[config.mk]
export PLATFORM = sky130hd
export DESIGN_NAME = nsov_top
export DESIGN_NICKNAME = d
export VERILOG_FILES = /design/src/core/nsov_dummy_unused.v /design/src/core/nsov_timer.v /design/src/core/nsov_top.v
export VERILOG_INCLUDE_DIRS = /design/src /design/src/pkg
export SDC_FILE = /design/constraint.sdc
export NUM_CORES = 1
export LEC_CHECK = 0
export BUFFER_PORTS_ARGS = -buffer_cell sky130_fd_sc_hd__buf_4
export CORE_ASPECT_RATIO = 1.1
export CORE_MARGIN = 2
export CORE_UTILIZATION = 51
export CTS_CLUSTER_DIAMETER = 150
export DETAILED_ROUTE_END_ITERATION = 8
export PLACE_DENSITY = 0.86
export SETUP_SLACK_MARGIN = 0.05
export SLEW_MARGIN = 20
export SYNTH_ARGS = -nofsm -noshare
export SYNTH_HDL_FRONTEND = slang
export SYNTH_SLANG_ARGS = --single-unit
export TNS_END_PERCENT = 20
[constraint.sdc]
create_clock -name aclk -period 2.41 [get_ports aclk]
set_input_delay 0.3615 -clock aclk [delete_from_list [all_inputs] [get_ports aclk]]
set_output_delay 0.3615 -clock aclk [all_outputs]
set_load 0.005 [all_outputs]
[src/pkg/nsov_defines.vh]
`ifndef NSOV_DEFINES_VH
`define NSOV_DEFINES_VH

// Register byte offsets on the AXI4-Lite slave.
`define NSOV_OFS_CTRL        8'h00
`define NSOV_OFS_THRESH      8'h04
`define NSOV_OFS_DELAY       8'h08
`define NSOV_OFS_STATUS      8'h0c
`define NSOV_OFS_IRQ_STAT    8'h10
`define NSOV_OFS_IRQ_MASK    8'h14
`define NSOV_OFS_VOLTAGE     8'h18
`define NSOV_OFS_ELAPSED     8'h1c

// Control register fields.
`define NSOV_CTRL_ENABLE     0
`define NSOV_CTRL_START_ONLY 1

// Status register fields.
`define NSOV_ST_START        0
`define NSOV_ST_TRIP         1
`define NSOV_ST_GEN_START    2
`define NSOV_ST_GEN_TRIP     3
`define NSOV_ST_BLOCK        4

// Interrupt status and mask fields.
`define NSOV_IRQ_START       0
`define NSOV_IRQ_TRIP        1

// Reset values and setting limits.
`define NSOV_CTRL_RST        2'h0
`define NSOV_THR_RST         6'h1e
`define NSOV_THR_MIN         6'h02
`define NSOV_THR_MAX         6'h28
`define NSOV_DELAY_RST       16'h0064
`define NSOV_DELAY_MIN       16'h0032
`define NSOV_DELAY_MAX       16'hea60
`define NSOV_IRQ_RST         2'h0

// AXI responses.
`define NSOV_RESP_OKAY       2'h0
`define NSOV_RESP_SLVERR     2'h2

// Timing: one millisecond tick at the processing clock.
`define NSOV_CLK_PERIOD_NS   8
`define NSOV_TICK_NS         1000000
// 125000 cycles of 8 ns make one millisecond; sized to the 17-bit prescaler.
`define NSOV_TICK_CYCLES     17'h1e848

`endif

[src/core/nsov_dummy_unused.v]
`timescale 1ns/1ns
`default_nettype none
`default_nettype wire

[src/core/nsov_timer.v]
`timescale 1ns/1ns
`default_nettype none
`include "nsov_defines.vh"

module nsov_timer #(
   parameter [16:0] TICK_CYCLES = `NSOV_TICK_CYCLES
) (
   input  wire        aclk,
   input  wire        aresetn,
   input  wire        run,
   input  wire [15:0] delay_ms,
   output reg  [15:0] elapsed_q,
   output reg         expired_q
);

   localparam [16:0] TICK_LAST = TICK_CYCLES - 17'h00001;

   reg [16:0] presc_q;

   // Dropping run clears everything, so each excursion times from zero.
   always @(posedge aclk) begin
      if (!aresetn || !run) begin
         presc_q   <= 17'h00000;
         elapsed_q <= 16'h0000;
         expired_q <= 1'b0;
      end else begin
         if (presc_q == TICK_LAST) begin
            presc_q <= 17'h00000;
            if (!expired_q) begin
               elapsed_q <= elapsed_q + 16'h0001;
            end
         end else begin
            presc_q <= presc_q + 17'h00001;
         end
         expired_q <= expired_q | (elapsed_q >= delay_ms);
      end
   end

endmodule
`default_nettype wire

[src/core/nsov_top.v]
// Functional notes
// - Start while negative-sequence voltage exceeds threshold.
// - Delay timer runs only above threshold.
// - Internal trip when timer reaches delay setting.
// - Start-only selection suppresses general trip.
// - Block input disables start and trip.
// - General outputs combine internal signals and selections.
// - Configuration enable switches function off.
`timescale 1ns/1ns
`default_nettype none
`include "nsov_defines.vh"

module nsov_top #(
   parameter [16:0] TICK_CYCLES = `NSOV_TICK_CYCLES
) (
   input  wire        aclk,
   input  wire        aresetn,
   input  wire [15:0] neg_seq_voltage,
   input  wire        function_block_input,
   output reg         general_start_out,
   output reg         general_trip_out,
   output reg         irq,
   input  wire [7:0]  s_axi_awaddr,
   input  wire        s_axi_awvalid,
   output wire        s_axi_awready,
   input  wire [31:0] s_axi_wdata,
   input  wire [3:0]  s_axi_wstrb,
   input  wire        s_axi_wvalid,
   output wire        s_axi_wready,
   output reg  [1:0]  s_axi_bresp,
   output reg         s_axi_bvalid,
   input  wire        s_axi_bready,
   input  wire [7:0]  s_axi_araddr,
   input  wire        s_axi_arvalid,
   output wire        s_axi_arready,
   output reg  [31:0] s_axi_rdata,
   output reg  [1:0]  s_axi_rresp,
   output reg         s_axi_rvalid,
   input  wire        s_axi_rready
);

   reg  [1:0]  ctrl_q;
   reg  [5:0]  thr_q;
   reg  [15:0] delay_q;
   reg  [1:0]  irq_stat_q;
   reg  [1:0]  irq_mask_q;
   reg  [15:0] volt_q;
   reg         block_q;
   reg         gen_start_prev_q;
   reg         gen_trip_prev_q;
   reg         aw_have_q;
   reg         w_have_q;
   reg  [7:0]  aw_addr_q;
   reg  [31:0] w_data_q;
   reg  [3:0]  w_strb_q;
   wire        over;
   wire        run;
   wire        trip_int;
   wire [15:0] elapsed;
   wire        wr_go;
   wire [31:0] wr_merged;
   reg         wr_hit;
   reg  [1:0]  irq_set;
   reg  [31:0] rd_data;
   reg         rd_hit;

   function [31:0] merge_strb;
      input [31:0] old_val;
      input [31:0] new_val;
      input [3:0]  strb;
      integer      i;
      begin
         for (i = 0; i < 4; i = i + 1) begin
            merge_strb[i*8 +: 8] = strb[i] ? new_val[i*8 +: 8] : old_val[i*8 +: 8];
         end
      end
   endfunction

   // Out-of-range settings saturate at the documented limits.
   function [5:0] clamp_thr;
      input [31:0] v;
      begin
         if (v < {26'h0000000, `NSOV_THR_MIN}) begin
            clamp_thr = `NSOV_THR_MIN;
         end else if (v > {26'h0000000, `NSOV_THR_MAX}) begin
            clamp_thr = `NSOV_THR_MAX;
         end else begin
            clamp_thr = v[5:0];
         end
      end
   endfunction

   function [15:0] clamp_delay;
      input [31:0] v;
      begin
         if (v < {16'h0000, `NSOV_DELAY_MIN}) begin
            clamp_delay = `NSOV_DELAY_MIN;
         end else if (v > {16'h0000, `NSOV_DELAY_MAX}) begin
            clamp_delay = `NSOV_DELAY_MAX;
         end else begin
            clamp_delay = v[15:0];
         end
      end
   endfunction

   // The voltage input is 8.8 fixed point in percent; the threshold is whole percent.
   assign over = volt_q > {2'h0, thr_q, 8'h00};
   // Blocking or switching off also stops the timer, so no trip can be pending.
   assign run  = over & ctrl_q[`NSOV_CTRL_ENABLE] & ~block_q;

   nsov_timer #(
      .TICK_CYCLES (TICK_CYCLES)
   ) u_timer (
      .aclk      (aclk),
      .aresetn   (aresetn),
      .run       (run),
      .delay_ms  (delay_q),
      .elapsed_q (elapsed),
      .expired_q (trip_int)
   );

   always @(posedge aclk) begin
      if (!aresetn) begin
         volt_q            <= 16'h0000;
         block_q           <= 1'b0;
         general_start_out <= 1'b0;
         general_trip_out  <= 1'b0;
         gen_start_prev_q  <= 1'b0;
         gen_trip_prev_q   <= 1'b0;
         irq               <= 1'b0;
      end else begin
         volt_q            <= neg_seq_voltage;
         block_q           <= function_block_input;
         general_start_out <= run & ~function_block_input;
         general_trip_out  <= trip_int & run & ~function_block_input &
                              ~ctrl_q[`NSOV_CTRL_START_ONLY];
         gen_start_prev_q  <= general_start_out;
         gen_trip_prev_q   <= general_trip_out;
         irq               <= |(irq_stat_q & irq_mask_q);
      end
   end

   // Write channel: address and data are latched independently in either order.
   assign s_axi_awready = ~aw_have_q & ~s_axi_bvalid;
   assign s_axi_wready  = ~w_have_q & ~s_axi_bvalid;
   assign wr_go         = aw_have_q & w_have_q & ~s_axi_bvalid;

   always @* begin
      wr_hit = 1'b0;
      case (aw_addr_q)
         `NSOV_OFS_CTRL, `NSOV_OFS_THRESH, `NSOV_OFS_DELAY, `NSOV_OFS_STATUS,
         `NSOV_OFS_IRQ_STAT, `NSOV_OFS_IRQ_MASK, `NSOV_OFS_VOLTAGE,
         `NSOV_OFS_ELAPSED: begin
            wr_hit = 1'b1;
         end
         default: begin
            wr_hit = 1'b0;
         end
      endcase
   end

   function [31:0] rd_data_at;
      input [7:0] a;
      begin
         case (a)
            `NSOV_OFS_CTRL:     rd_data_at = {30'h00000000, ctrl_q};
            `NSOV_OFS_THRESH:   rd_data_at = {26'h0000000, thr_q};
            `NSOV_OFS_DELAY:    rd_data_at = {16'h0000, delay_q};
            `NSOV_OFS_IRQ_MASK: rd_data_at = {30'h00000000, irq_mask_q};
            default:            rd_data_at = 32'h00000000;
         endcase
      end
   endfunction

   assign wr_merged = merge_strb(rd_data_at(aw_addr_q), w_data_q, w_strb_q);

   always @(posedge aclk) begin
      if (!aresetn) begin
         aw_have_q    <= 1'b0;
         w_have_q     <= 1'b0;
         aw_addr_q    <= 8'h00;
         w_data_q     <= 32'h00000000;
         w_strb_q     <= 4'h0;
         s_axi_bvalid <= 1'b0;
         s_axi_bresp  <= `NSOV_RESP_OKAY;
         ctrl_q       <= `NSOV_CTRL_RST;
         thr_q        <= `NSOV_THR_RST;
         delay_q      <= `NSOV_DELAY_RST;
         irq_mask_q   <= `NSOV_IRQ_RST;
      end else begin
         if (s_axi_awvalid && s_axi_awready) begin
            aw_have_q <= 1'b1;
            aw_addr_q <= {s_axi_awaddr[7:2], 2'h0};
         end
         if (s_axi_wvalid && s_axi_wready) begin
            w_have_q <= 1'b1;
            w_data_q <= s_axi_wdata;
            w_strb_q <= s_axi_wstrb;
         end
         if (wr_go) begin
            aw_have_q    <= 1'b0;
            w_have_q     <= 1'b0;
            s_axi_bvalid <= 1'b1;
            s_axi_bresp  <= wr_hit ? `NSOV_RESP_OKAY : `NSOV_RESP_SLVERR;
            case (aw_addr_q)
               `NSOV_OFS_CTRL:     ctrl_q     <= wr_merged[1:0];
               `NSOV_OFS_THRESH:   thr_q      <= clamp_thr(wr_merged);
               `NSOV_OFS_DELAY:    delay_q    <= clamp_delay(wr_merged);
               `NSOV_OFS_IRQ_MASK: irq_mask_q <= wr_merged[1:0];
               default: begin
               end
            endcase
         end else if (s_axi_bvalid && s_axi_bready) begin
            s_axi_bvalid <= 1'b0;
         end
      end
   end

   // New events win over a write-one-to-clear landing in the same cycle.
   always @* begin
      irq_set                 = 2'h0;
      irq_set[`NSOV_IRQ_START] = general_start_out & ~gen_start_prev_q;
      irq_set[`NSOV_IRQ_TRIP]  = general_trip_out & ~gen_trip_prev_q;
   end

   always @(posedge aclk) begin
      if (!aresetn) begin
         irq_stat_q <= `NSOV_IRQ_RST;
      end else if (wr_go && aw_addr_q == `NSOV_OFS_IRQ_STAT) begin
         irq_stat_q <= (irq_stat_q & ~(w_strb_q[0] ? w_data_q[1:0] : 2'h0)) | irq_set;
      end else begin
         irq_stat_q <= irq_stat_q | irq_set;
      end
   end

   // Read channel: one read in flight, answered the cycle after it is taken.
   assign s_axi_arready = ~s_axi_rvalid;

   always @* begin
      rd_hit  = 1'b1;
      rd_data = 32'h00000000;
      case ({s_axi_araddr[7:2], 2'h0})
         `NSOV_OFS_CTRL:     rd_data = {30'h00000000, ctrl_q};
         `NSOV_OFS_THRESH:   rd_data = {26'h0000000, thr_q};
         `NSOV_OFS_DELAY:    rd_data = {16'h0000, delay_q};
         `NSOV_OFS_STATUS:   rd_data = {27'h0000000, block_q, general_trip_out,
                                        general_start_out, trip_int, run};
         `NSOV_OFS_IRQ_STAT: rd_data = {30'h00000000, irq_stat_q};
         `NSOV_OFS_IRQ_MASK: rd_data = {30'h00000000, irq_mask_q};
         `NSOV_OFS_VOLTAGE:  rd_data = {16'h0000, volt_q};
         `NSOV_OFS_ELAPSED:  rd_data = {16'h0000, elapsed};
         default: begin
            rd_hit = 1'b0;
         end
      endcase
   end

   always @(posedge aclk) begin
      if (!aresetn) begin
         s_axi_rvalid <= 1'b0;
         s_axi_rdata  <= 32'h00000000;
         s_axi_rresp  <= `NSOV_RESP_OKAY;
      end else if (s_axi_arvalid && s_axi_arready) begin
         s_axi_rvalid <= 1'b1;
         s_axi_rdata  <= rd_data;
         s_axi_rresp  <= rd_hit ? `NSOV_RESP_OKAY : `NSOV_RESP_SLVERR;
      end else if (s_axi_rvalid && s_axi_rready) begin
         s_axi_rvalid <= 1'b0;
      end
   end

endmodule
`default_nettype wire

# [Yosys cells after proc, flatten, opt, wreduce, memory -nomap -nowiden]
# Memory sizes are Yosys's and may differ from the RTL's. A register that Yosys moved wholly into a read port is not among the register bits.
# Cells that the tools add are included.
# W data, S select, Z words.
[classes] addsub=2 order_cmp=6 n_eq_ne=12 mux=22 n_bitwise=29 n_reduce_logical=23
[op_table] operator="$pmux W16 S8" count=1
[op_table] operator="$pmux W16 S4" count=1
[op_table] operator="$eq A6 B3 Y1 const B" count=6
[op_table] operator="$gt A32 B16 Y1 const B" count=1
[op_table] operator="$gt A32 B6 Y1 const B" count=1
[op_table] operator="$lt A32 B2 Y1 const B" count=1
[op_table] operator="$lt A32 B6 Y1 const B" count=1
[op_table] operator="$mux W16" count=2
[op_table] operator="$mux W8" count=4
[op_table] operator="$eq A6 B2 Y1 const B" count=3
[op_table] operator="$add A17 B1 Y17 const B" count=1
[op_table] operator="$eq A17 B17 Y1 const B" count=1
[op_table] operator="$add A16 B1 Y16 const B" count=1
[op_table] operator="$ge A16 B16 Y1" count=1
[op_table] operator="$gt A16 B14 Y1" count=1
[op_table] operator="$and A1 B1 Y1" count=12
[op_table] operator="$eq A6 B1 Y1 const B" count=2
[op_table] operator="$mux W6" count=2
[op_table] operator="$not A1 Y1" count=11
[op_table] operator="$mux W5" count=2
[op_table] operator="$reduce_and A2 Y1" count=5
[op_table] operator="$logic_not A8 Y1" count=1
[op_table] operator="$mux W2" count=4
[op_table] operator="$reduce_or A8 Y1" count=1
[op_table] operator="other kinds (12)" count=28
[totals] ff_bits=166 mem_bits_ro=32 inputBits=76 out_inout_bits=44 elab_cells=120 mem_count=1
[memory_table] memory="(name not given)" words=32 word_bits=1 read_ports=1 rd_clocked_by_memory_dff=1 write_ports=0 line="nsov_top.v:150" text="case (aw_addr_q)"

# [Longest topological paths before layout]
# Gate-level depths: netlist of the first run.
[logic_depth] ltp_word=6 mapped_depth=12 ltp_nobuf=10

# [By module]
# Synthesis of the first run repeated with hierarchy kept, for this count alone.
[unflattened] hier_cells=882 hier_area_um2=7312.0
[by_module_without_submodules] mod="nsov_top" n_inst=1 cells_each=654 area_each_um2=5429.0 seq_area_each_um2=2282.2
[by_module_without_submodules] mod="nsov_timer" n_inst=1 cells_each=228 area_each_um2=1883.1 seq_area_each_um2=680.7

# [Least setup slack after synthesis of the first run]
# OpenSTA, ideal clock, no wires.
[synth_timing] path_kind="register to register" startpoint="reg thr_q[1]" endpoint="reg u_timer.presc_q[10]" setup_time_ns=0.128 arrival_ns=2.191 t_required_ns=2.282 setup_slack_ns=0.091 stages_incl_launch_ff=13 n_path_buf=2 period_less_slack_ns=2.319 path_cell_list="dfxtp_1 inv_1 ha_1 nor2b_1 o21a_1 o21a_1 o211ai_1 a21oi_1 o21ai_0 nand2b_1 clkbuf_1 clkbuf_1 nor2_1"
[synth_between] elab_chain_len=6
[synth_rtl] item="from (decl)" line="nsov_top.v:43" text="reg [5:0] thr_q;"
[synth_rtl] item="from (signal assigned)" line="nsov_top.v:187" text="thr_q <= `NSOV_THR_RST;"
[synth_rtl] item="from (signal assigned)" line="nsov_top.v:207" text="`NSOV_OFS_THRESH: thr_q <= clamp_thr(wr_merged);"
[synth_rtl] item="$gt A16 B14 Y1" line="nsov_top.v:107" text="assign over = volt_q > {2'h0, thr_q, 8'h00};"
[synth_rtl] item="$and A1 B1 Y1 (2 in series)" line="nsov_top.v:109" text="assign run = over & ctrl_q[`NSOV_CTRL_ENABLE] & ~block_q;"
[synth_rtl] item="$logic_not A1 Y1" line="nsov_timer.v:22" text="if (!aresetn || !run) begin"
[synth_rtl] item="$logic_or A1 B1 Y1" line="nsov_timer.v:22"
[synth_rtl] item="$reduce_or A2 Y1 (no source line)"
[synth_rtl] item="to (signal assigned)" line="nsov_timer.v:33" text="presc_q <= presc_q + 17'h00001;"
[synth_rtl] item="to (decl)" line="nsov_timer.v:18" text="reg [16:0] presc_q;"
# No other way between the ends.
# A chain may end at the register's enable or synchronous reset.

# [Final worst setup path of the first run]
[layout_timing] startpoint="reg aw_addr_q[7]" endpoint="reg delay_q[12]"
[layout_between] elab_chain_len=6 elab_cells_between_ends=12 cone_classes="order compare: 2; eq/ne: 3; mux: 5; reduce/logical: 2"
[layout_rtl] item="from (decl)" line="nsov_top.v:53" text="reg [7:0] aw_addr_q;"
[layout_rtl] item="from (signal assigned)" line="nsov_top.v:193" text="aw_addr_q <= {s_axi_awaddr[7:2], 2'h0};"
[layout_rtl] item="$eq A6 B3 Y1 (tied with other cells)" line="nsov_top.v:165" text="case (a)"
[layout_rtl] item="$pmux W16 S4" line="nsov_top.v:165"
[layout_rtl] item="$mux W8" line="nsov_top.v:74" text="merge_strb[i*8 +: 8] = strb[i] ? new_val[i*8 +: 8] : old_val[i*8 +: 8];"
[layout_rtl] item="$gt A32 B16 Y1" line="nsov_top.v:98" text="end else if (v > {16'h0000, `NSOV_DELAY_MAX}) begin"
[layout_rtl] item="$mux W16" line="nsov_top.v:98"
[layout_rtl] item="$mux W16" line="nsov_top.v:96" text="if (v < {16'h0000, `NSOV_DELAY_MIN}) begin"
[layout_rtl] item="to (signal assigned)" line="nsov_top.v:188" text="delay_q <= `NSOV_DELAY_RST;"
[layout_rtl] item="to (signal assigned)" line="nsov_top.v:208" text="`NSOV_OFS_DELAY: delay_q <= clamp_delay(wr_merged);"
[layout_rtl] item="to (decl)" line="nsov_top.v:44" text="reg [15:0] delay_q;"
# Several ways; a longest one is shown, not always the timed one.

==> results of run 1 <==
==> through the flow <==
step                      hold WS (ns)  util (%)  worst slack [ns]  TNS [ns]  power [mW]
after floorplan                  0.430         -            0.0909         0        3.03
final                            0.104      65.9            0.0713         0        6.20
after global routing            0.0981      65.9           -0.0585    -0.355        6.39
after global placement           0.445      59.7           -0.0821    -0.570        3.27
after detailed placement         0.449      59.7            -0.118    -0.962        3.28
after CTS                       0.0940      64.8            0.0425         0        6.17
==> report_power, final <==
part | total [mW] | switching (mW) | leakage, nW | internal [mW]
Clock | 2.89 | 1.05 | 0.301 | 1.84
Sequential | 2.59 | 0.0727 | 1.21 | 2.52
Combinational | 0.717 | 0.359 | 2.31 | 0.358
Total | 6.20 | 1.48 | 3.82 | 4.72
==> layout by cell type, fill, tap and decap left out, types with 6 or more instances in the layout <==
cell type  instances
buf_4            152
dfxtp_1          140
nand2_1          121
nor2_1            59
a21boi_0          40
inv_1             33
nor2b_1           33
o21ai_0           32
and2_1            26
ha_1              24
a21oi_1           23
mux2i_1           22
a22oi_1           19
nand3_1           18
conb_1            18
clkbuf_16         17
xor2_1            15
xnor2_1           14
nand4_1           12
and3_1            10
nor4_1             8
mux4_2             7
o21a_1             7
nand2b_1           7
a21o_1             6
dfxtp_2            6
==> timing repair <==
item / CTS / global route
setup endpoints to repair: 26 / 48
buffers inserted: 5 / 3
pin swaps: 6 / 16
hold buffers: 0 / 0
resized for setup: 14 / 30
endpoints found under the hold margin: 0 / 0
==> area by class of cell <==
cell class                      count  area [um^2]
Timing Repair Buffer              157         1210
Fill cell                        1038         4890
Sequential cell                   148         2980
Multi-Input combinational cell    617         4250
Tap cell                          192          240
Clock buffer                       20          437
Clock inverter                     12          204
Inverter                           33          124
==> state kept, by name, indices dropped and copies added (netlist names), 2 cells and up <==
signal / count
aw_addr_q: 6
ctrl_q: 2
delay_q: 16
irq_mask_q: 2
irq_stat_q: 2
s_axi_rdata: 16
thr_q: 6
u_timer.elapsed_q: 16
u_timer.presc_q: 17
volt_q: 16
w_data_q: 32
w_strb_q: 4
==> worst max-delay path, delay by kind of cell, from the launching register on <==
kind | cells | cell delay [ns]
and+or+nand+nor | 3 | 0.75
DFF | 1 | 0.34
AOI/OAI and AO/OA | 5 | 0.97
buffers and inverters | 1 | 0.18
==> logic make-up after synthesis <==
logic type               count (synthesis)  synth area share (%)
multiplexers                            31                  5.39
AND/OR/NAND/NOR                        334                  23.3
AO/OA/AOI/OAI                          181                  18.0
buffers and inverters                   92                  5.80
flip-flops                             148                  40.0
adder cells (fa/ha/maj)                 24                  4.06
other                                    1                0.0506
XOR/XNOR                                29                  3.43
==> layer usage <==
| metal | share of wire, % | GRT usage, % | wire length (um) |
|---|---|---|---|
| met3 | 5.4 | 5.82 | 1060 |
| met5 | 0 | 0 | 0 |
| met1 | 41 | 28.9 | 7980 |
| met4 | 3.5 | 11.6 | 680 |
| met2 | 50 | 44.0 | 9870 |
==> path summary, 6_finish.rpt <==
path                                            from                  to  slack, ns  cells after the start
worst max-delay path                    aw_addr_q[7]         delay_q[12]       0.07                      9
worst min-delay path            function_block_input   general_start_out       0.10                      2
worst max register to register          aw_addr_q[7]         delay_q[12]       0.07                      9
worst min register to register    u_timer.presc_q[0]  u_timer.presc_q[0]       0.46                      1
==> metrics, run 1 <==
startpoint types=register; # diodes=0; proportion of layout cells with a drive suffix above 1=between 20 and 25%; most frequent cell after synthesis=dfxtp_1; final setup fails=0; Max Cap Violations=0; max incr delay on CP=0.46 ns; #FFs+latches synth=roughly 150; Post-synth EDFFs=0; Detail Placement HPWL=around 13 mm; Finished Layout Cells=between 1k and 1.5k; Seq/Total Area, Yosys=between 40 and 50%; crit-path cells=or3_4, nor4b_4, a22oi_1, o211ai_1, a21boi_2, a31oi_4, buf_4, nor2_4, a32o_1; vias=6587; Final Skew=0.00847 ns; synth unique cells=80; worst-margin pin slew=0.723 ns; initial antenna violation count=0; Total Wirelength=19.6 mm; Area contributors post-synth=dfxtp_1 40%, nand2_1 6.1%, a21boi_0 4.1%; worst-path maximum fanout=6; post-synthesis async set-or-reset flop share=0%; yosys warns=0; CTS Buf Count=17; Crit-path slowest cell=or3_4; Placed Cells=1139; vias in the first global route=between 6k and 7k; first-pass GRT wire length=about 31 mm; clk slew on worst S/H paths=about 0.060 ns; ANT nets after route=0; Peak VDD IR=around 0.47 mV; RSZ-0062 raised after global routing=true; Yosys top cell area share=around 40%; CTS tree=built; routed wire length per instance=around 17 um; Worst Setup Path Type=register to register; worst hold path class=input pin to register; Die Y=about 130 um; number of remaining DRC errors=0; Layout Cell Area excl Fill=between 0.009 and 0.01 mm^2; Remaining Overflow, GRT=0; I/O pin cnt=120; site row count=46; Post-DP Area=roughly 0.0086 mm^2; GRT Total Usage=24.9%; min cycle time layout=about 2.3 ns; Final GP Congestion=around 0.9; synth cell count leaders=148 x dfxtp_1, 121 x nand2_1, 60 x nor2_1; htree depth=4; Syn Area/Cell=just under 9 um^2; status=complete, no violations; Clock Path Buffers=2; first drt pass iteration count=6; CTS sink cnt=between 100 and 150; Area Growth Syn to Fin=27.5%; Worst Setup End Kind=register; final hold violations=0; Initial Util=just over 50%; nets=approximately 1.1k; Most used DFF post-synth=dfxtp_1; root buf cell=clkbuf_16; power per cell area=657 mW/mm^2; WP data required=approximately 2.7 ns; Yosys top cell by area=dfxtp_1; Syn Inst Count=between 800 and 900; Relative slew margins=~52%; Vias/cell=about 5.6; largest net degree at the start of global routing=~50; DRT iter0 DRCs=~640; clock latency on the worst-skew pair=0.43 ns; CP arrival=about 2.7 ns; core region area=around 0.014 mm^2; fmax=around 430 MHz; port bufs=97; Die Footprint=between 0.015 and 0.02 mm^2; Leak Pwr=approximately 3.8 nW; Final Max Tran Viols=0; Final Cycle Share=between 90% and 100%; synthesized cell area=approximately 0.0074 mm^2; DIE WIDTH=around 120 um
No activity file was read; power rests on OpenSTA's default activity.
==> inputs of run 2 (changes only) <==
- ABC_AREA: unset -> 1
- CORE_UTILIZATION: 51 -> 52
- PLACE_DENSITY: 0.86 -> 0.87
==> run 2 against run 1 <==
Global-route usage barely moved. Synthesized cell count grew 32%. Synthesized area is 1.8% higher.
==> metrics, run 2 <==
status=complete, no violations (unchanged); Crit-path slowest cell=dfxtp_1 (was or3_4); ANT nets after route=0 (unchanged); Clock Path Buffers=2 (unchanged); DRT iter0 DRCs=658 (was 642); vias=7429 (was 6587); commonest non-fill, non-tap cells in the layout=254 x nand2_1, 158 x nor2_1, 147 x dfxtp_1, 133 x inv_1, 113 x buf_4 (was 152 x buf_4, 140 x dfxtp_1, 121 x nand2_1, 59 x nor2_1, 40 x a21boi_0); proportion of layout cells with a drive suffix above 1=15.0% (was 24.9%); Total Wirelength=19.4 mm (was 19.6 mm); Seq/Total Area, Yosys=39.3% (was 40.0%); Relative slew margins=34.7% (was 51.8%); Final GP Congestion=0.924 (was 0.916); DIE WIDTH=119 um (about the same); final-layout fill cell count=1269 (was 1038); Yosys top cell area share=39.3% (was 40.0%); synth unique cells=44 (was 80); Worst Setup End Kind=register (unchanged); Worst Setup Path Type=register to register (unchanged); Syn Area/Cell=6.82 um^2 (was 8.82 um^2); I/O pin cnt=120 (unchanged); largest registers=w_data_q (32), u_timer.presc_q (17) (unchanged); Tot Pwr=6.05 mW (was 6.20 mW); startpoint types=register (unchanged); Largest Register=w_data_q (unchanged); Final Skew=0.00975 ns (was 0.00847 ns); RSZ-0062 raised after global routing=false (was true); Post-synth EDFFs=0 (unchanged); multi-input logic area=0.00386 mm^2 (was 0.00425 mm^2); highest metal used=met4 (unchanged); CTS tree=built (unchanged); Die Footprint=0.0155 mm^2 (about the same); #FFs+latches synth=148 (unchanged); met2 wire len=9.38 mm (was 9.87 mm); most common cell after layout, fill and taps aside=nand2_1 (was buf_4); worst hold path class=input pin to register (unchanged); Util after Layout=63.4% (was 65.9%); number of remaining DRC errors=0 (unchanged); core region area=0.0143 mm^2 (about the same); first-pass GRT wire length=30.9 mm (was 30.7 mm); min cycle time layout=2.20 ns (was 2.34 ns); Initial Util=52.8% (was 51.7%); post-cts hold buffer count=0 (unchanged); vias in the first global route=6678 (was 6380); site row count=46 (unchanged); CTS sink cnt=148 (unchanged); part of the power in combinational logic=11.4% (was 11.6%); Setup Fix Bufs, Post-CTS=0 (was 5); final hold violations=0 (unchanged); worst-margin pin slew=0.979 ns (was 0.723 ns); clock latency on the worst-skew pair=0.44 ns (was 0.43 ns); GRT Total Usage=25.0% (was 24.9%); final setup fails=0 (unchanged); synth cell count leaders=255 x nand2_1, 158 x nor2_1, 148 x dfxtp_1 (was 148 x dfxtp_1, 121 x nand2_1, 60 x nor2_1); Most used DFF post-synth=dfxtp_1 (unchanged); post-synthesis async set-or-reset flop share=0% (unchanged); max reg flops=32 (unchanged); final worst-path setup slack=0.209 ns (was 0.0713 ns); pre-CTS WS=0.234 ns (was -0.118 ns); Sequential Area=0.00296 mm^2 (was 0.00298 mm^2); yosys warns=0 (unchanged); crit-path cells=inv_1, ha_1, nand2_1, o21ai_0, nand2_1, nand4_1, nand2_1, inv_1, nand3_1, inv_1, nand2_2, buf_4, nor3_1 (was or3_4, nor4b_4, a22oi_1, o211ai_1, a21boi_2, a31oi_4, buf_4, nor2_4, a32o_1); Final Max Tran Viols=0 (unchanged); routed wire length per instance=13.7 um (was 16.6 um); Worst Path Buf+Inv=4 (was 1); Clk pwr share=45.4% (was 46.6%); Area Growth Syn to Fin=20.0% (was 27.5%); clk slew on worst S/H paths=0.06 ns (about the same); Reg power frac=43.1% (was 41.8%); synthesized cell area=0.00754 mm^2 (was 0.00740 mm^2); nets=1303 (was 1074); Syn Inst Count=1106 (was 840); Placed Cells=1376 (was 1139); Yosys top cell by area=dfxtp_1 (unchanged); htree depth=4 (unchanged); Remaining Overflow, GRT=0 (unchanged); CTS Buf Count=17 (unchanged); wire length on met3=1.33 mm (was 1.06 mm); Final Cycle Share=91.3% (was 97.0%); largest net degree at the start of global routing=42 (was 51); Max Cap Violations=0 (unchanged); switching share of power=25.8% (was 23.9%); Area contributors post-synth=dfxtp_1 39%, nand2_1 13%, nor2_1 7.9% (was dfxtp_1 40%, nand2_1 6.1%, a21boi_0 4.1%); root buf cell=clkbuf_16 (unchanged); first drt pass iteration count=8 (was 6); met1 wire length=7.94 mm (was 7.98 mm); worst-path maximum fanout=9 (was 6); port bufs=97 (unchanged); Vias/cell=5.28 (was 5.59); Setup Total Neg Slack=0 ns (unchanged); CP arrival=2.56 ns (was 2.66 ns); most frequent cell after synthesis=nand2_1 (was dfxtp_1); Finished Layout Cells=1408 (was 1179); Die Y=130 um (about the same); # diodes=0 (unchanged); max incr delay on CP=0.37 ns (was 0.46 ns); initial antenna violation count=0 (unchanged); Sw Pwr=1.56 mW (was 1.48 mW); WP data required=2.77 ns (was 2.74 ns); fmax=454 MHz (was 428 MHz); Peak VDD IR=0.456 mV (was 0.469 mV); Detail Placement HPWL=14.0 mm (was 13.5 mm); Leak Pwr=3.94 nW (was 3.82 nW); power per cell area=669 mW/mm^2 (was 657 mW/mm^2); CP delay by family, top=simple AND/OR/NAND/NOR gates (was compound AO/OA/AOI/OAI gates); Pint=4.49 mW (was 4.72 mW); PostCTS Resize Cnt=0 (was 14)
## run 2: cell count changes after synthesis, moves of 17 or more
cell	delta
nand3_1	+31
nor2b_1	-33
inv_1	+100
o21ai_0	+48
a22oi_1	-20
nand2_1	+134
a21boi_0	-39
mux2i_1	-23
and2_1	-26
a21oi_1	+53
nor3_1	+17
nor2_1	+98
## run 2: worst paths after layout
path                                    startpoint                  end  slack, ns  depth (start not counted)
worst max-delay path                      thr_q[3]  u_timer.presc_q[11]       0.21                         13
worst min-delay path            neg_seq_voltage[0]            volt_q[0]       0.10                          3
worst max register to register            thr_q[3]  u_timer.presc_q[11]       0.21                         13
worst min register to register    gen_start_prev_q        irq_stat_q[0]       0.44                          1
## run 2: power groups by stage
stage,Clock [mW],Sequential [mW],Combinational (mW)
after CTS,2.77,2.61,0.681
after detailed placement,0,2.66,0.672
after global placement,0,2.66,0.659
after floorplan,0,2.64,0.496
final,2.75,2.61,0.693
after global routing,2.88,2.62,0.787
## run 2: area by class of cell
| type | instances | share of cell area (%) |
|---|---|---|
| flip-flops and latches | 148 | 32.8 |
| repair buffers | 113 | 9.37 |
| well taps | 192 | 2.65 |
| multi-input cells | 785 | 42.7 |
| clock inverters | 11 | 1.66 |
| inverters | 138 | 5.77 |
| clock buffers | 21 | 5.09 |
## run 2: worst min-delay path, delay by kind of cell
family                 cells  cell delay (ns)
buffers and inverters      2             0.12
AND/OR/NAND/NOR            1             0.04
## run 2: cells by family (layout without fill, tap and decap cells)
family / Yosys count / after routing / synth area share, %
XOR/XNOR: 15 / 15 / 1.74
buffers and inverters: 190 / 283 / 10.6
AND/OR/NAND/NOR: 529 / 529 / 29.6
other: 1 / 18 / 0.0497
flip-flops: 148 / 148 / 39.3
AO/OA/AOI/OAI: 199 / 199 / 14.7
adder cells (fa/ha/maj): 24 / 24 / 3.98
## run 2: through the flow
stage	hold slack (ns)	cell area (um^2)
finish	0.104	9050
global route	0.101	9050
CTS	0.0971	9020
detailed placement	0.418	8410
global placement	0.417	8410
floorplan	0.408	7600
## run 2: per-layer routing
| layer | up-vias | global-route usage [%] |
|---|---|---|
| li1 | 3727 | - |
| met2 | 296 | 42.8 |
| met1 | 3344 | 29.4 |
| met4 | 0 | 13.4 |
| met5 | - | 0 |
| met3 | 62 | 5.38 |
==> inputs of run 3 (changes only) <==
- SETUP_SLACK_MARGIN: 0.05 -> 0.3
==> run 3 against run 2 <==
Count of clock-buffer cells in the layout is the same. Final area rose by 2.2%. Sequential share of layout area decreased by 0.63 points.
==> metrics, run 3 (synthesis results as in run 2) <==
status=complete, no violations (unchanged); Vias/cell=5.38 (was 5.28); commonest non-fill, non-tap cells in the layout=249 x nand2_1, 147 x nor2_1, 141 x dfxtp_1, 131 x inv_1, 119 x buf_4 (was 254 x nand2_1, 158 x nor2_1, 147 x dfxtp_1, 133 x inv_1, 113 x buf_4); nets=1312 (was 1303); first-pass GRT wire length=31.3 mm (was 30.9 mm); CP arrival=2.44 ns (was 2.56 ns); Reg power frac=42.4% (was 43.1%); post-cts hold buffer count=0 (unchanged); largest registers=w_data_q (32), u_timer.presc_q (17) (unchanged); Critical Path Most Common Cell=nand2_1; crit-path cells=inv_1, ha_1, nand2_1, o21ai_1, nand2_1, nand4_1, nand2_1, inv_1, nand3_1, inv_2, nand2_2, buf_4, nor3_1 (was inv_1, ha_1, nand2_1, o21ai_0, nand2_1, nand4_1, nand2_1, inv_1, nand3_1, inv_1, nand2_2, buf_4, nor3_1); WP data required=2.77 ns (about the same); Die Y=130 um (unchanged); Worst Setup Path Type=register to register (unchanged); startpoint types=register (unchanged); worst hold path class=input pin to register (unchanged); Tot Pwr=6.17 mW (was 6.05 mW); root buf cell=clkbuf_16 (unchanged); Leak Pwr=4.02 nW (was 3.94 nW); largest net degree at the start of global routing=42 (unchanged); Crit-path slowest cell=dfxtp_1 (unchanged); max reg flops=32 (unchanged); final hold violations=0 (unchanged); Final GP Congestion=0.924 (unchanged); Pint=4.55 mW (was 4.49 mW); site row count=46 (unchanged); power per cell area=667 mW/mm^2 (was 669 mW/mm^2); worst-margin pin slew=0.983 ns (was 0.979 ns); Remaining Overflow, GRT=0 (unchanged); core region area=0.0143 mm^2 (unchanged); Total Wirelength=20.3 mm (was 19.4 mm); worst-path maximum fanout=9 (unchanged); DIE WIDTH=119 um (unchanged); Clk pwr share=44.6% (was 45.4%); Clock Path Buffers=2 (unchanged); Detail Placement HPWL=14.0 mm (unchanged); Area Growth Syn to Fin=22.7% (was 20.0%); DRT iter0 DRCs=770 (was 658); first drt pass iteration count=5 (was 8); port bufs=97 (unchanged); CTS tree=built (unchanged); initial antenna violation count=0 (unchanged); Largest Register=w_data_q (unchanged); setup slack, reg-to-reg=0.33 ns (was 0.21 ns); Die Footprint=0.0155 mm^2 (unchanged); Relative slew margins=34.4% (was 34.7%); Max Cap Violations=0 (unchanged); clk slew on worst S/H paths=0.06 ns (about the same); final-layout fill cell count=1218 (was 1269); Min Hold Slack=0.106 ns (was 0.104 ns); max incr delay on CP=0.37 ns (about the same); part of the power in combinational logic=13.0% (was 11.4%); switching share of power=26.3% (was 25.8%); most common cell after layout, fill and taps aside=nand2_1 (unchanged); proportion of layout cells with a drive suffix above 1=18.0% (was 15.0%); Peak VDD IR=0.461 mV (was 0.456 mV); Setup Total Neg Slack=0 ns (unchanged); Worst Setup End Kind=register (unchanged); vias in the first global route=6700 (was 6678); Initial Util=52.8% (unchanged); min cycle time layout=2.08 ns (was 2.20 ns); vias=7618 (was 7429); Final Skew=0.00936 ns (was 0.00975 ns); htree depth=4 (unchanged); GRT Total Usage=25.3% (was 25.0%); Final Cycle Share=86.3% (was 91.3%); I/O pin cnt=120 (unchanged); Sw Pwr=1.62 mW (was 1.56 mW); final setup fails=0 (unchanged); fmax=481 MHz (was 454 MHz); RSZ-0062 raised after global routing=true (was false); # diodes=0 (unchanged); number of remaining DRC errors=0 (unchanged); Final Max Tran Viols=0 (unchanged); routed wire length per instance=14.3 um (was 13.7 um); ANT nets after route=0 (unchanged); clock latency on the worst-skew pair=0.43 ns (was 0.44 ns); CTS Buf Count=17 (unchanged); CTS sink cnt=148 (unchanged)
[run 3: power groups by stage]
stage | sequential [mW] | combinational (mW) | clock, mW
2_1_floorplan | 2.64 | 0.496 | 0
3_3_place_gp | 2.66 | 0.659 | 0
3_5_place_dp | 2.66 | 0.672 | 0
4_1_cts | 2.61 | 0.701 | 2.77
5_1_grt | 2.63 | 0.892 | 2.88
6_report | 2.62 | 0.801 | 2.75
[run 3: path summary, 6_finish.rpt]
path | from | depth (start not counted) | to
setup reg to reg | thr_q[3] | 13 | u_timer.presc_q[11]
hold reg to reg | gen_start_prev_q | 1 | irq_stat_q[0]
hold / removal | neg_seq_voltage[0] | 3 | volt_q[0]
setup / recovery | thr_q[3] | 13 | u_timer.presc_q[11]
[run 3: worst max-delay path: cells and delay by family, from the launching register on]
| kind | cells | cell delay (ns) |
|---|---|---|
| compound gates | 1 | 0.19 |
| flops | 1 | 0.37 |
| simple gates | 7 | 0.69 |
| buf+inv | 4 | 0.47 |
| fa+ha+maj | 1 | 0.29 |
[run 3: metrics by stage]
stage	cells	utilization [%]	setup WS (ns)	area, um^2
5_1_grt	1417	64.8	0.164	9250
2_1_floorplan	1123	-	0.403	7600
4_1_cts	1410	63.6	0.290	9080
3_5_place_dp	1376	58.9	0.234	8410
3_3_place_gp	1376	58.9	0.288	8410
6_report	1417	64.8	0.331	9250
[run 3: repair_timing]
| item | 4_1_cts | 5_1_grt |
|---|---|---|
| pin swaps | 2 | 8 |
| buffers inserted | 1 | 7 |
| gates cloned | 1 | 0 |
| gates resized for setup | 10 | 39 |
| setup endpoints to repair | 30 | 41 |
[run 3: final cells by class]
class                   instances  area, um^2  area share (%)
clock inverters                11         150            1.62
repair buffers                121         916            9.90
inverters                     138         519            5.61
multi-input cells             786        3990            43.2
clock buffers                  21         460            4.98
well taps                     192         240            2.60
flip-flops and latches        148        2970            32.1
[run 3: layer usage]
layer	wire (um)	global-route usage, %	vias to the layer above
met4	627	13.2	0
met5	0	0	-
met1	8110	29.9	3429
met3	1610	5.42	65
met2	9970	43.6	369
li1	-	-	3755
